==> config.mk <==
export PLATFORM = sky130hd
export DESIGN_NAME = sdisps_bank
export DESIGN_NICKNAME = d
export VERILOG_FILES = /design/src/verilog/sdisps_pkg.sv /design/src/verilog/sdisps_bank.sv
export SDC_FILE = /design/constraint.sdc
export NUM_CORES = 1
export LEC_CHECK = 0
export ABC_AREA = 1
export BUFFER_PORTS_ARGS = -buffer_cell sky130_fd_sc_hd__buf_2
export CAP_MARGIN = 30
export CORE_MARGIN = 4
export CORE_UTILIZATION = 48
export DETAILED_ROUTE_END_ITERATION = 12
export GPL_TIMING_DRIVEN = 0
export PLACE_DENSITY = 0.79
export REMOVE_ABC_BUFFERS = 1
export SKIP_LAST_GASP = 1
export SYNTH_ARGS = -nofsm -noshare
export SYNTH_HDL_FRONTEND = slang
export SYNTH_SLANG_ARGS = --single-unit
==> constraint.sdc <==
create_clock -name i_clk -period 1.1 [get_ports i_clk]
set_input_delay 0.11 -clock i_clk [delete_from_list [all_inputs] [get_ports i_clk]]
set_output_delay 0.11 -clock i_clk [all_outputs]
set_load 0.005 [all_outputs]
==> src/verilog/sdisps_pkg.sv <==
// constants for the status readback and status pin selector bank
// assumes a 16-bit register word and word-indexed register offsets
package sdisps_pkg;

	// ------------------------------------------------------------
	// register map
	// ------------------------------------------------------------
	localparam int ADDR_W = 12;
	localparam int DATA_W = 16;
	localparam logic [ADDR_W-1:0] OFS_EDH_FLAGS_RECEIVED = 12'h004;
	localparam logic [ADDR_W-1:0] OFS_EDH_FLAGS_OUTGOING = 12'h005;
	localparam logic [ADDR_W-1:0] OFS_STREAM_ONE_FORMAT = 12'h006;
	localparam logic [ADDR_W-1:0] OFS_STREAM_TWO_FORMAT = 12'h007;
	localparam logic [ADDR_W-1:0] OFS_PIN_SELECT_LOW = 12'h008;
	localparam logic [ADDR_W-1:0] OFS_PIN_SELECT_HIGH = 12'h009;

	// ------------------------------------------------------------
	// field layout
	// ------------------------------------------------------------
	localparam int SEL_W = 5;
	localparam int SEL_FIELD0_LSB = 0;
	localparam int SEL_FIELD1_LSB = 5;
	localparam int SEL_FIELD2_LSB = 10;
	localparam int PIN_COUNT = 6;
	localparam int EDH_FLAG_W = 15;
	localparam int STD_W = 6;
	localparam int FMT_W = 4;

	// ------------------------------------------------------------
	// reset values
	// ------------------------------------------------------------
	localparam logic [SEL_W-1:0] SEL_RST_PIN0 = 5'h00;
	localparam logic [SEL_W-1:0] SEL_RST_PIN1 = 5'h01;
	localparam logic [SEL_W-1:0] SEL_RST_PIN2 = 5'h02;
	localparam logic [SEL_W-1:0] SEL_RST_PIN3 = 5'h03;
	localparam logic [SEL_W-1:0] SEL_RST_PIN4 = 5'h04;
	localparam logic [SEL_W-1:0] SEL_RST_PIN5 = 5'h06;
	localparam logic [EDH_FLAG_W-1:0] EDH_RX_RST = 15'h0000;
	// unknown-error-status bits 14, 9 and 4 start set
	localparam logic [EDH_FLAG_W-1:0] EDH_TX_RST = 15'h4210;
	localparam logic [STD_W-1:0] STD1_RST = 6'h1d;
	localparam logic [FMT_W-1:0] FMT1_RST = 4'hf;
	localparam logic [STD_W-1:0] STD2_RST = 6'h00;
	localparam logic [FMT_W-1:0] FMT2_RST = 4'h0;

	// ------------------------------------------------------------
	// selector codes
	// ------------------------------------------------------------
	localparam logic [SEL_W-1:0] SRC_HORIZ = 5'h00;
	localparam logic [SEL_W-1:0] SRC_VERT = 5'h01;
	localparam logic [SEL_W-1:0] SRC_FIELD_DE = 5'h02;
	localparam logic [SEL_W-1:0] SRC_LOCKED = 5'h03;
	localparam logic [SEL_W-1:0] SRC_LUMA_ANC = 5'h04;
	localparam logic [SEL_W-1:0] SRC_CHROMA_ANC = 5'h05;
	localparam logic [SEL_W-1:0] SRC_DATA_ERR = 5'h06;
	localparam logic [SEL_W-1:0] SRC_VIDEO_ERR = 5'h07;
	localparam logic [SEL_W-1:0] SRC_EDH_DET = 5'h09;
	localparam logic [SEL_W-1:0] SRC_CARRIER = 5'h0a;
	localparam logic [SEL_W-1:0] SRC_RATE0 = 5'h0b;
	localparam logic [SEL_W-1:0] SRC_RATE1 = 5'h0c;

endpackage

==> src/verilog/sdisps_bank.sv <==
// status readback registers and six status pin source selectors
// assumes core-clock-synchronous indicator inputs and a simple word register port
`timescale 1ns/1ps

// Operation
// - code 00000: horizontal blanking, or horizontal sync when timing flag set
// - code 00001: vertical blanking, or vertical sync when timing flag set
// - code 00010: field bit, or data enable when timing flag set
// - code 00011: receiver lock indication
// - code 00100: luma / stream one ancillary presence
// - code 00101: chroma / stream two ancillary presence
// - code 00110 data error, code 00111 video error
// - code 01001: embedded edh packet detected; 01000 has no meaning
// - codes 01010-01100: carrier detect, rate detect bit 0, bit 1
// - codes 01101 and above reserved, no function
// - six 5-bit selectors at 14-10, 9-5, 4-0; bit 15 reserved
// - selectors reset to 0,1,2,3,4,6 for pins 0 to 5
// - received edh flag word read-only, fifteen flags, resets to zero
// - outgoing edh flags read-only; unknown-status flags reset one, rest zero
// - stream one word bits 15,14: full-field, active-picture crc valid, reset zero
// - stream one standard at 13-8, read-only, resets to 29
// - chroma or stream two format at 7-4, resets to 15
// - luma or stream one format at 3-0, resets to 15
// - stream two word: standard 13-8, formats 7-4, 3-0, all reset zero
module sdisps_bank (
	input wire logic i_clk,
	input wire logic i_nrst,
	input wire logic [sdisps_pkg::ADDR_W-1:0] i_reg_addr,
	input wire logic i_reg_wr,
	input wire logic [sdisps_pkg::DATA_W-1:0] i_reg_wdata,
	output logic [sdisps_pkg::DATA_W-1:0] o_reg_rdata,
	input wire logic i_cea_timing_flag,
	input wire logic i_h_blank,
	input wire logic i_h_sync,
	input wire logic i_v_blank,
	input wire logic i_v_sync,
	input wire logic i_field_bit,
	input wire logic i_data_enable,
	input wire logic i_locked,
	input wire logic i_luma_anc_present,
	input wire logic i_chroma_anc_present,
	input wire logic i_data_error,
	input wire logic i_video_error,
	input wire logic i_edh_detect,
	input wire logic i_carrier_detect,
	input wire logic i_rate_detect_bit0,
	input wire logic i_rate_detect_bit1,
	input wire logic [sdisps_pkg::EDH_FLAG_W-1:0] i_edh_rx_flags,
	input wire logic [sdisps_pkg::EDH_FLAG_W-1:0] i_edh_tx_flags,
	input wire logic i_full_field_crc_valid,
	input wire logic i_active_picture_crc_valid,
	input wire logic [sdisps_pkg::STD_W-1:0] i_stream1_video_standard,
	input wire logic [sdisps_pkg::FMT_W-1:0] i_stream1_chroma_format,
	input wire logic [sdisps_pkg::FMT_W-1:0] i_stream1_luma_format,
	input wire logic [sdisps_pkg::STD_W-1:0] i_stream2_video_standard,
	input wire logic [sdisps_pkg::FMT_W-1:0] i_stream2_chroma_format,
	input wire logic [sdisps_pkg::FMT_W-1:0] i_stream2_luma_format,
	output logic o_status_pin_0,
	output logic o_status_pin_1,
	output logic o_status_pin_2,
	output logic o_status_pin_3,
	output logic o_status_pin_4,
	output logic o_status_pin_5
);
	import sdisps_pkg::*;

	// ------------------------------------------------------------
	// source decode
	// ------------------------------------------------------------
	typedef logic [SEL_W-1:0] sdisps_sel_t;

	// one decoder per pin, called for each of the six pins
	function automatic logic pick_source(input sdisps_sel_t sel, input logic [15:0] src);
		logic r;
		r = 1'b0;
		case (sel)
			SRC_HORIZ: r = src[0];
			SRC_VERT: r = src[1];
			SRC_FIELD_DE: r = src[2];
			SRC_LOCKED: r = src[3];
			SRC_LUMA_ANC: r = src[4];
			SRC_CHROMA_ANC: r = src[5];
			SRC_DATA_ERR: r = src[6];
			SRC_VIDEO_ERR: r = src[7];
			SRC_EDH_DET: r = src[8];
			SRC_CARRIER: r = src[9];
			SRC_RATE0: r = src[10];
			SRC_RATE1: r = src[11];
			default: r = 1'b0;
		endcase
		return r;
	endfunction

	// timing flag swaps blanking/field for sync/enable
	wire logic src_horiz = i_cea_timing_flag ? i_h_sync : i_h_blank;
	wire logic src_vert = i_cea_timing_flag ? i_v_sync : i_v_blank;
	wire logic src_fde = i_cea_timing_flag ? i_data_enable : i_field_bit;
	wire logic [15:0] src_vec = {4'h0, i_rate_detect_bit1, i_rate_detect_bit0,
		i_carrier_detect, i_edh_detect, i_video_error, i_data_error,
		i_chroma_anc_present, i_luma_anc_present, i_locked, src_fde, src_vert, src_horiz};

	// ------------------------------------------------------------
	// selector registers
	// ------------------------------------------------------------
	wire logic wr_low = i_reg_wr && (i_reg_addr == OFS_PIN_SELECT_LOW);
	wire logic wr_high = i_reg_wr && (i_reg_addr == OFS_PIN_SELECT_HIGH);
	sdisps_sel_t sel_q [PIN_COUNT];
	sdisps_sel_t sel_d [PIN_COUNT];
	logic [PIN_COUNT-1:0] pin_q;
	logic [PIN_COUNT-1:0] pin_d;

	always_comb begin
		sel_d = sel_q;
		if (wr_low) begin
			sel_d[0] = i_reg_wdata[SEL_FIELD0_LSB +: SEL_W];
			sel_d[1] = i_reg_wdata[SEL_FIELD1_LSB +: SEL_W];
			sel_d[2] = i_reg_wdata[SEL_FIELD2_LSB +: SEL_W];
		end else if (wr_high) begin
			sel_d[3] = i_reg_wdata[SEL_FIELD0_LSB +: SEL_W];
			sel_d[4] = i_reg_wdata[SEL_FIELD1_LSB +: SEL_W];
			sel_d[5] = i_reg_wdata[SEL_FIELD2_LSB +: SEL_W];
		end
	end

	always_ff @(posedge i_clk or negedge i_nrst) begin
		if (!i_nrst) begin
			sel_q[0] <= SEL_RST_PIN0;
			sel_q[1] <= SEL_RST_PIN1;
			sel_q[2] <= SEL_RST_PIN2;
			sel_q[3] <= SEL_RST_PIN3;
			sel_q[4] <= SEL_RST_PIN4;
			sel_q[5] <= SEL_RST_PIN5;
		end else begin
			sel_q <= sel_d;
		end
	end

	// ------------------------------------------------------------
	// status pins
	// ------------------------------------------------------------
	// pins are registered: glitch-free, one clock behind the selector
	genvar gi;
	generate
		for (gi = 0; gi < PIN_COUNT; gi++) begin : g_pin
			assign pin_d[gi] = pick_source(sel_q[gi], src_vec);
		end
	endgenerate

	always_ff @(posedge i_clk or negedge i_nrst) begin
		if (!i_nrst) begin
			pin_q <= '0;
		end else begin
			pin_q <= pin_d;
		end
	end

	assign o_status_pin_0 = pin_q[0];
	assign o_status_pin_1 = pin_q[1];
	assign o_status_pin_2 = pin_q[2];
	assign o_status_pin_3 = pin_q[3];
	assign o_status_pin_4 = pin_q[4];
	assign o_status_pin_5 = pin_q[5];

	// ------------------------------------------------------------
	// read-only status capture
	// ------------------------------------------------------------
	logic [EDH_FLAG_W-1:0] edh_rx_q;
	logic edh_det_q;
	logic [EDH_FLAG_W-1:0] edh_tx_q;
	logic full_field_crc_valid_q;
	logic active_picture_crc_valid_q;
	logic [STD_W-1:0] std1_q;
	logic [FMT_W-1:0] cfmt1_q;
	logic [FMT_W-1:0] yfmt1_q;
	logic [STD_W-1:0] std2_q;
	logic [FMT_W-1:0] cfmt2_q;
	logic [FMT_W-1:0] yfmt2_q;

	// writes to these offsets are ignored
	always_ff @(posedge i_clk or negedge i_nrst) begin
		if (!i_nrst) begin
			edh_rx_q <= EDH_RX_RST;
			edh_det_q <= 1'b0;
			edh_tx_q <= EDH_TX_RST;
			full_field_crc_valid_q <= 1'b0;
			active_picture_crc_valid_q <= 1'b0;
			std1_q <= STD1_RST;
			cfmt1_q <= FMT1_RST;
			yfmt1_q <= FMT1_RST;
			std2_q <= STD2_RST;
			cfmt2_q <= FMT2_RST;
			yfmt2_q <= FMT2_RST;
		end else begin
			edh_rx_q <= i_edh_rx_flags;
			edh_det_q <= i_edh_detect;
			edh_tx_q <= i_edh_tx_flags;
			full_field_crc_valid_q <= i_full_field_crc_valid;
			active_picture_crc_valid_q <= i_active_picture_crc_valid;
			std1_q <= i_stream1_video_standard;
			cfmt1_q <= i_stream1_chroma_format;
			yfmt1_q <= i_stream1_luma_format;
			std2_q <= i_stream2_video_standard;
			cfmt2_q <= i_stream2_chroma_format;
			yfmt2_q <= i_stream2_luma_format;
		end
	end

	// ------------------------------------------------------------
	// read mux
	// ------------------------------------------------------------
	wire logic [DATA_W-1:0] rd_rx = {edh_det_q, edh_rx_q};
	wire logic [DATA_W-1:0] rd_tx = {1'b0, edh_tx_q};
	wire logic [DATA_W-1:0] rd_f1 = {full_field_crc_valid_q, active_picture_crc_valid_q, std1_q, cfmt1_q, yfmt1_q};
	wire logic [DATA_W-1:0] rd_f2 = {2'b00, std2_q, cfmt2_q, yfmt2_q};
	wire logic [DATA_W-1:0] rd_sl = {1'b0, sel_q[2], sel_q[1], sel_q[0]};
	wire logic [DATA_W-1:0] rd_sh = {1'b0, sel_q[5], sel_q[4], sel_q[3]};
	wire logic [DATA_W-1:0] rdata_d =
		(i_reg_addr == OFS_EDH_FLAGS_RECEIVED) ? rd_rx :
		(i_reg_addr == OFS_EDH_FLAGS_OUTGOING) ? rd_tx :
		(i_reg_addr == OFS_STREAM_ONE_FORMAT) ? rd_f1 :
		(i_reg_addr == OFS_STREAM_TWO_FORMAT) ? rd_f2 :
		(i_reg_addr == OFS_PIN_SELECT_LOW) ? rd_sl :
		(i_reg_addr == OFS_PIN_SELECT_HIGH) ? rd_sh : 16'h0000;

	always_ff @(posedge i_clk or negedge i_nrst) begin
		if (!i_nrst) begin
			o_reg_rdata <= 16'h0000;
		end else begin
			o_reg_rdata <= rdata_d;
		end
	end

endmodule

==> results of run 1 <==
-- final cells by class --
cell class	count	share of cell area (%)
Timing Repair Buffer	238	22.4
Multi-Input combinational cell	380	26.6
Inverter	84	4.19
Sequential cell	113	36.5
Clock inverter	10	2.28
Clock buffer	22	5.89
Tap cell	136	2.17
-- report_power, final --
part           internal (mW)  total, mW  switching (mW)  leakage (nW)
sequential              4.32       4.37          0.0475          1.37
clock                   4.08       6.00            1.92         0.319
combinational          0.417      0.838           0.422          2.04
total                   8.82       11.2            2.39          3.73
-- cells in the final DEF, fill, tap and decap left out, types with 5 or more instances in the layout --
cell type      Yosys  routed
dfrtp_2            0      10
dlygate4sd3_1      0      79
nor3_1            10       8
o21ai_1           31      38
inv_2              3      12
clkbuf_16          0      16
nor2_1            45      37
inv_1             79      67
buf_2              7     126
nor2_4             4      10
bufinv_16          0       5
buf_4              3      23
nand3_2            3      11
nor2_2             2       5
nand2_1          147     133
nand2_2            3      16
o21ai_0           23      11
dfrtp_1           91      81
o21ai_2            0       5
nand3_1           57      46
a21oi_2            0       6
dfstp_2           22      22
nand4_1           17      17
o22ai_1            5       5
o2111ai_1          7       6
-- worst reg2reg max path: stages, from the launching register on --
cell and delay (ns):
dfstp_2 0.59, inv_2 0.06, nand2_2 0.07, inv_2 0.06, nor3_4 0.14, a21oi_2 0.10, a21oi_2 0.16
-- metrics by stage --
stage	total power, mW	setup TNS (ns)	instances	setup slack, ns	hold WS, ns
floorplan	4.58	-16.71	576	-0.619	-0.186
global placement	4.94	-161.25	839	-1.23	0.215
detailed placement	4.97	-37.00	841	-0.949	0.200
CTS	11.1	-1.47	968	-0.139	0.00499
global route	11.5	-3.29	983	-0.217	0.0492
finish	11.2	-1.33	983	-0.152	0.0333
-- registers in the layout, indices dropped and copies added (netlist names), 6 cells and up --
name,flops
rd_sl,15
std1_q,6
edh_rx_q,15
edh_tx_q,15
std2_q,6
rd_sh,15
pin_q,6
o_reg_rdata,16
-- final timing paths --
check	slack [ns]	end	cells past startpoint
hold reg to reg	0.47	o_reg_rdata[0]	2
setup reg to reg	-0.15	pin_q[1]	6
min in group asynchronous	0.18	edh_rx_q[4]	2
setup / recovery	-0.15	pin_q[1]	6
hold / removal	0.03	pin_q[2]	5
max in group asynchronous	0.15	rd_sl[5]	3
-- cells by family after synthesis --
group	synth area share (%)
compound gates	9.26
buf+inv	7.86
simple gates	26.5
flops	56.4
-- per-layer routing --
layer,vias to the layer above,track usage [%]
met5,-,0
met4,0,10.7
met2,337,50.1
met3,63,7.37
met1,2540,34.9
li1,2417,-
-- timing repair --
| action | CTS | global route |
|---|---|---|
| hold buffers | 78 | 1 |
| endpoints found under the hold margin | 136 | 3 |
| cloned | 1 | 0 |
| gates resized for setup | 54 | 52 |
| pin swaps | 18 | 38 |
| endpoints found under the setup margin | 69 | 54 |
| setup buffers | 16 | 14 |
==> run metrics, run 1 <==
Synth cell types=32; IO buf count=about 130; post-route cell area=roughly 7900 sq um; First-pass DRT Iterations=8; gpl congestion=just over 0.9; fin nets=941; Critical-path top delay cell=dfstp_2; detailed router's first-iteration violation count=between 400 and 500; total track usage=29.0%; Final setup viols=31; minimum clock period after layout=1.25 ns; drt via density=about 5.4; Reg clk slew, reported paths=0.05 ns; FF/Latch Area=~2900 sq um; Lkg Pwr=between 3 and 4 nW; DR WL/cell=between 15 and 20 um; critical path, cell by cell=inv_2 > nand2_2 > inv_2 > nor3_4 > a21oi_2 > a21oi_2; hpwl dp=between 10,000 and 15,000 um; DRC Markers=0; DIE AREA=~12,000 sq um; initial antenna violation count=0; Synth top area share=45.0%; maximum number of pins on one net before global-route repair=just under 60; RSZ-0062 raised after global routing=yes; delay-heaviest family, CP=flip-flops; CTS sink count=between 100 and 150; # diodes=0; clk root buf=clkbuf_8; PwrDens=1430 nW/um^2; Initial Util=49.1%; Mapped Area=approximately 5100 sq um; post-synth top area cell=dfrtp_1; Total Routed Length=17,900 um; failing checks=setup timing; largest cells by area after synthesis=dfrtp_1, dfstp_2, nand2_1, inv_1, nand3_1; period utilisation layout=114%; DP Area=slightly below 6000 sq um; clk_lat worst skew=0.52 ns; Gate Count Post-Synth=588; Die X=approximately 110 um; Layout area overhead=55.1%; TritonCTS clock tree=done; crit-path max FO=4; clock buffer count from CTS=17; Reg-to-Reg Start=rd_sl[5]; Setup CP Type=flip-flop to flip-flop; Setup crit start=rd_sl[5]; sequential fraction of the synthesis area=between 50% and 60%; total number of vias=~5,400; Hold Vio Cnt, Final=0; Arr. time, crit path=roughly 1.7 ns; max-cap violation count=0; met1 WL=6660 um; share of cells above drive strength 1=a little over a third; most common library cells after synthesis=nand2_1, dfrtp_1, inv_1; most common cell in the netlist=nand2_1; Avg Cell Area, Syn=~8.6 sq um; Fmax achieved=~0.80 GHz; met2 wire length=~9000 um; Startpoint Class=flip-flop; Slew Limit Fails=0; Multi-input gate area=2090 sq um; number of flops mapped to enable cells by yosys=0; met3 routed WL=1550 um; DR top layer=met4; slack of the critical path=-0.152 ns; number of H-tree levels=4; Hold Crit Class=input pin to flip-flop; CP Data Required Time=between 1.5 and 2 ns; vias in the first global route=5,488; Worst setup EP type=flip-flop; Clock Tree Buf Depth=2; row count=37; global-route wire length before repair=between 20,000 and 30,000 um; clk_skew=approximately 0.0063 ns; Critical path buffers and inverters=2; final core utilization=76.1%; hold path start=i_video_error; Synth warnings=0; number of I/O pins=129; Die Height=about 110 um; Max-Slew Margin vs Limit=about 51%; ANT nets after route=0; VDD IR max=~1400 uV; core area=10,300 sq um; register bit total from synthesis=around 110; worst slew pin tran=0.730 ns; Synth Flop Type=dfrtp_1; Post-synth ARST share=100%; Layout fillers=roughly 640; slowest cell delay on critical path=0.59 ns; status=complete, but fails checks; global route overflow=0
(Power assumes the default switching activity.)
==> run 2, diff against run 1 <==
- CORE_MARGIN: 4 -> not set
==> run metrics, run 2 (same netlist as run 1, synthesis figures left out) <==
Hold Crit Class=input pin to flip-flop (unchanged); Clock Tree Buf Depth=2 (unchanged); Final setup viols=36 (was 31); DIE AREA=11,000 sq um (was 12,300 sq um); IO buf count=127 (unchanged); row count=37 (unchanged); share of cells above drive strength 1=36.5% (was 36.0%); Critical path buffers and inverters=1 (was 2); initial antenna violation count=0 (unchanged); # diodes=0 (unchanged); global route overflow=0 (unchanged); First-pass DRT Iterations=5 (was 8); Total Routed Length=18,600 um (was 17,900 um); critical path, cell by cell=inv_1 > nor3_1 > o21ai_1 > nand2_1 > a21oi_2 > a21oi_2 (was inv_2 > nand2_2 > inv_2 > nor3_4 > a21oi_2 > a21oi_2); Fmax achieved=0.788 GHz (was 0.798 GHz); fin nets=937 (was 941); critical path's most frequent cell=a21oi_2; clk root buf=clkbuf_8 (unchanged); minimum clock period after layout=1.27 ns (was 1.25 ns); Startpoint Class=flip-flop (unchanged); DRC Markers=0 (unchanged); total track usage=32.1% (was 29.0%); most common cell after layout, fill and taps aside=nand2_1 (unchanged); total number of vias=5,511 (was 5,357); number of I/O pins=129 (unchanged); gpl congestion=0.892 (was 0.921); period utilisation layout=115% (was 114%); Power Total=10.7 mW (was 11.2 mW); vias in the first global route=5,417 (was 5,488); CP Depth=6 (unchanged); dpl cells=841 (unchanged); worst hold path cell count=5 (unchanged); Die Height=105 um (was 111 um); CP Data Required Time=1.54 ns (about the same); Max-Slew Margin vs Limit=66.0% (was 51.3%); clk_skew=0.00999 ns (was 0.00629 ns); number of H-tree levels=4 (unchanged); failing checks=setup timing (unchanged); Cell Count, Final, Fillers Out=979 (was 983); RSZ-0062 raised after global routing=yes (unchanged); TritonCTS clock tree=done (unchanged); clock buffer count from CTS=17 (unchanged); Reg clk slew, reported paths=0.06 ns (was 0.05 ns); worst slew pin tran=0.507 ns (was 0.730 ns); status=complete, but fails checks (unchanged); hpwl dp=9570 um (was 10,200 um); drt via density=5.63 (was 5.45); post-route cell area=7770 sq um (was 7860 sq um); R2R cell count=6 (unchanged); core area=10,300 sq um (about the same); DP Area=5840 sq um (unchanged); DR WL/cell=19.0 um (was 18.2 um); delay-heaviest family, CP=flip-flops (unchanged); VDD IR max=1180 uV (was 1360 uV); slowest cell delay on critical path=0.48 ns (was 0.59 ns); Arr. time, crit path=1.71 ns (was 1.69 ns); slack of the critical path=-0.169 ns (was -0.152 ns); commonest cells after routing, fill and taps aside=nand2_1, buf_2, dfrtp_1, dlygate4sd3_1, inv_1 (unchanged); Biggest register=o_reg_rdata (unchanged); CTS sink count=113 (unchanged); ANT nets after route=0 (unchanged); maximum number of pins on one net before global-route repair=61 (was 59); Critical-path top delay cell=dfrtp_1 (was dfstp_2); crit-path max FO=5 (was 4); hold slack final=0.0440 ns (was 0.0333 ns); PwrDens=1380 nW/um^2 (was 1430 nW/um^2); Die X=105 um (was 111 um); max-cap violation count=0 (unchanged); detailed router's first-iteration violation count=544 (was 458); max FFs per register=16 (unchanged); Worst setup EP type=flip-flop (unchanged); Setup CP Type=flip-flop to flip-flop (unchanged); Lkg Pwr=3.68 nW (was 3.73 nW); global-route wire length before repair=26,700 um (was 27,900 um); clk_lat worst skew=0.53 ns (was 0.52 ns); Layout area overhead=53.5% (was 55.1%); Slew Limit Fails=0 (unchanged); Initial Util=49.3% (was 49.1%); Hold Vio Cnt, Final=0 (unchanged)
==> run 2: changes by cell type in the layout (fill, tap and decap cells not counted), moves of 4 or more <==
cell / before / now
nor2_2: 5 / 9
nand2_1: 133 / 129
buf_4: 23 / 17
inv_1: 67 / 62
inv_2: 12 / 17
==> run 2: power breakdown <==
group | internal, mW | switching [mW] | total, mW
clock | 3.55 | 1.94 | 5.49
sequential | 4.32 | 0.0528 | 4.37
combinational | 0.419 | 0.440 | 0.859
total | 8.29 | 2.43 | 10.7
==> run 2: final timing paths <==
kind	from	end	slack, ns
max reg2reg	rd_sl[8]	pin_q[1]	-0.17
min reg2reg	edh_det_q	o_reg_rdata[15]	0.44
min in group asynchronous	i_nrst	edh_rx_q[11]	0.11
max	rd_sl[8]	pin_q[1]	-0.17
max in group asynchronous	i_nrst	yfmt1_q[3]	0.26
min	i_rate_detect_bit0	pin_q[5]	0.04
==> run 2: worst reg2reg max path: stages, from the launching register on <==
cell and delay (ns):
dfrtp_1 0.48, inv_1 0.13, nor3_1 0.21, o21ai_1 0.10
nand2_1 0.10, a21oi_2 0.04, a21oi_2 0.12
==> run 2: repair_timing <==
| action | CTS | global route |
|---|---|---|
| endpoints found under the setup margin | 67 | 78 |
| gates resized for setup | 37 | 75 |
| hold buffers | 79 | 0 |
| hold endpoints to repair | 133 | 0 |
| setup buffers | 10 | 15 |
| pin swaps | 16 | 40 |
| gates cloned | 1 | 1 |
==> run 2: stage by stage <==
stage,utilization [%],setup slack (ns),TNS [ns]
final,75.6,-0.169,-1.71
after global placement,56.3,-1.24,-165.31
after detailed placement,56.8,-1.07,-37.58
after global routing,75.6,-0.226,-3.04
after floorplan,-,-0.619,-16.71
after CTS,71.9,-0.172,-1.28
==> run 2: layout make-up <==
type | count | area [sq um]
Tap cell | 136 | 170
Inverter | 84 | 325
Clock inverter | 10 | 134
Multi-Input combinational cell | 381 | 2110
Clock buffer | 22 | 453
Timing Repair Buffer | 233 | 1720
Sequential cell | 113 | 2870
Fill cell | 658 | 2500
==> run 2: per-layer routing <==
layer / routed length (um) / track usage [%] / vias to the layer above
met5: 0 / 0 / -
met4: 1040 / 14.7 / 0
met3: 1590 / 8.36 / 108
met2: 9240 / 55.3 / 393
met1: 6690 / 37.6 / 2597
li1: - / - / 2413
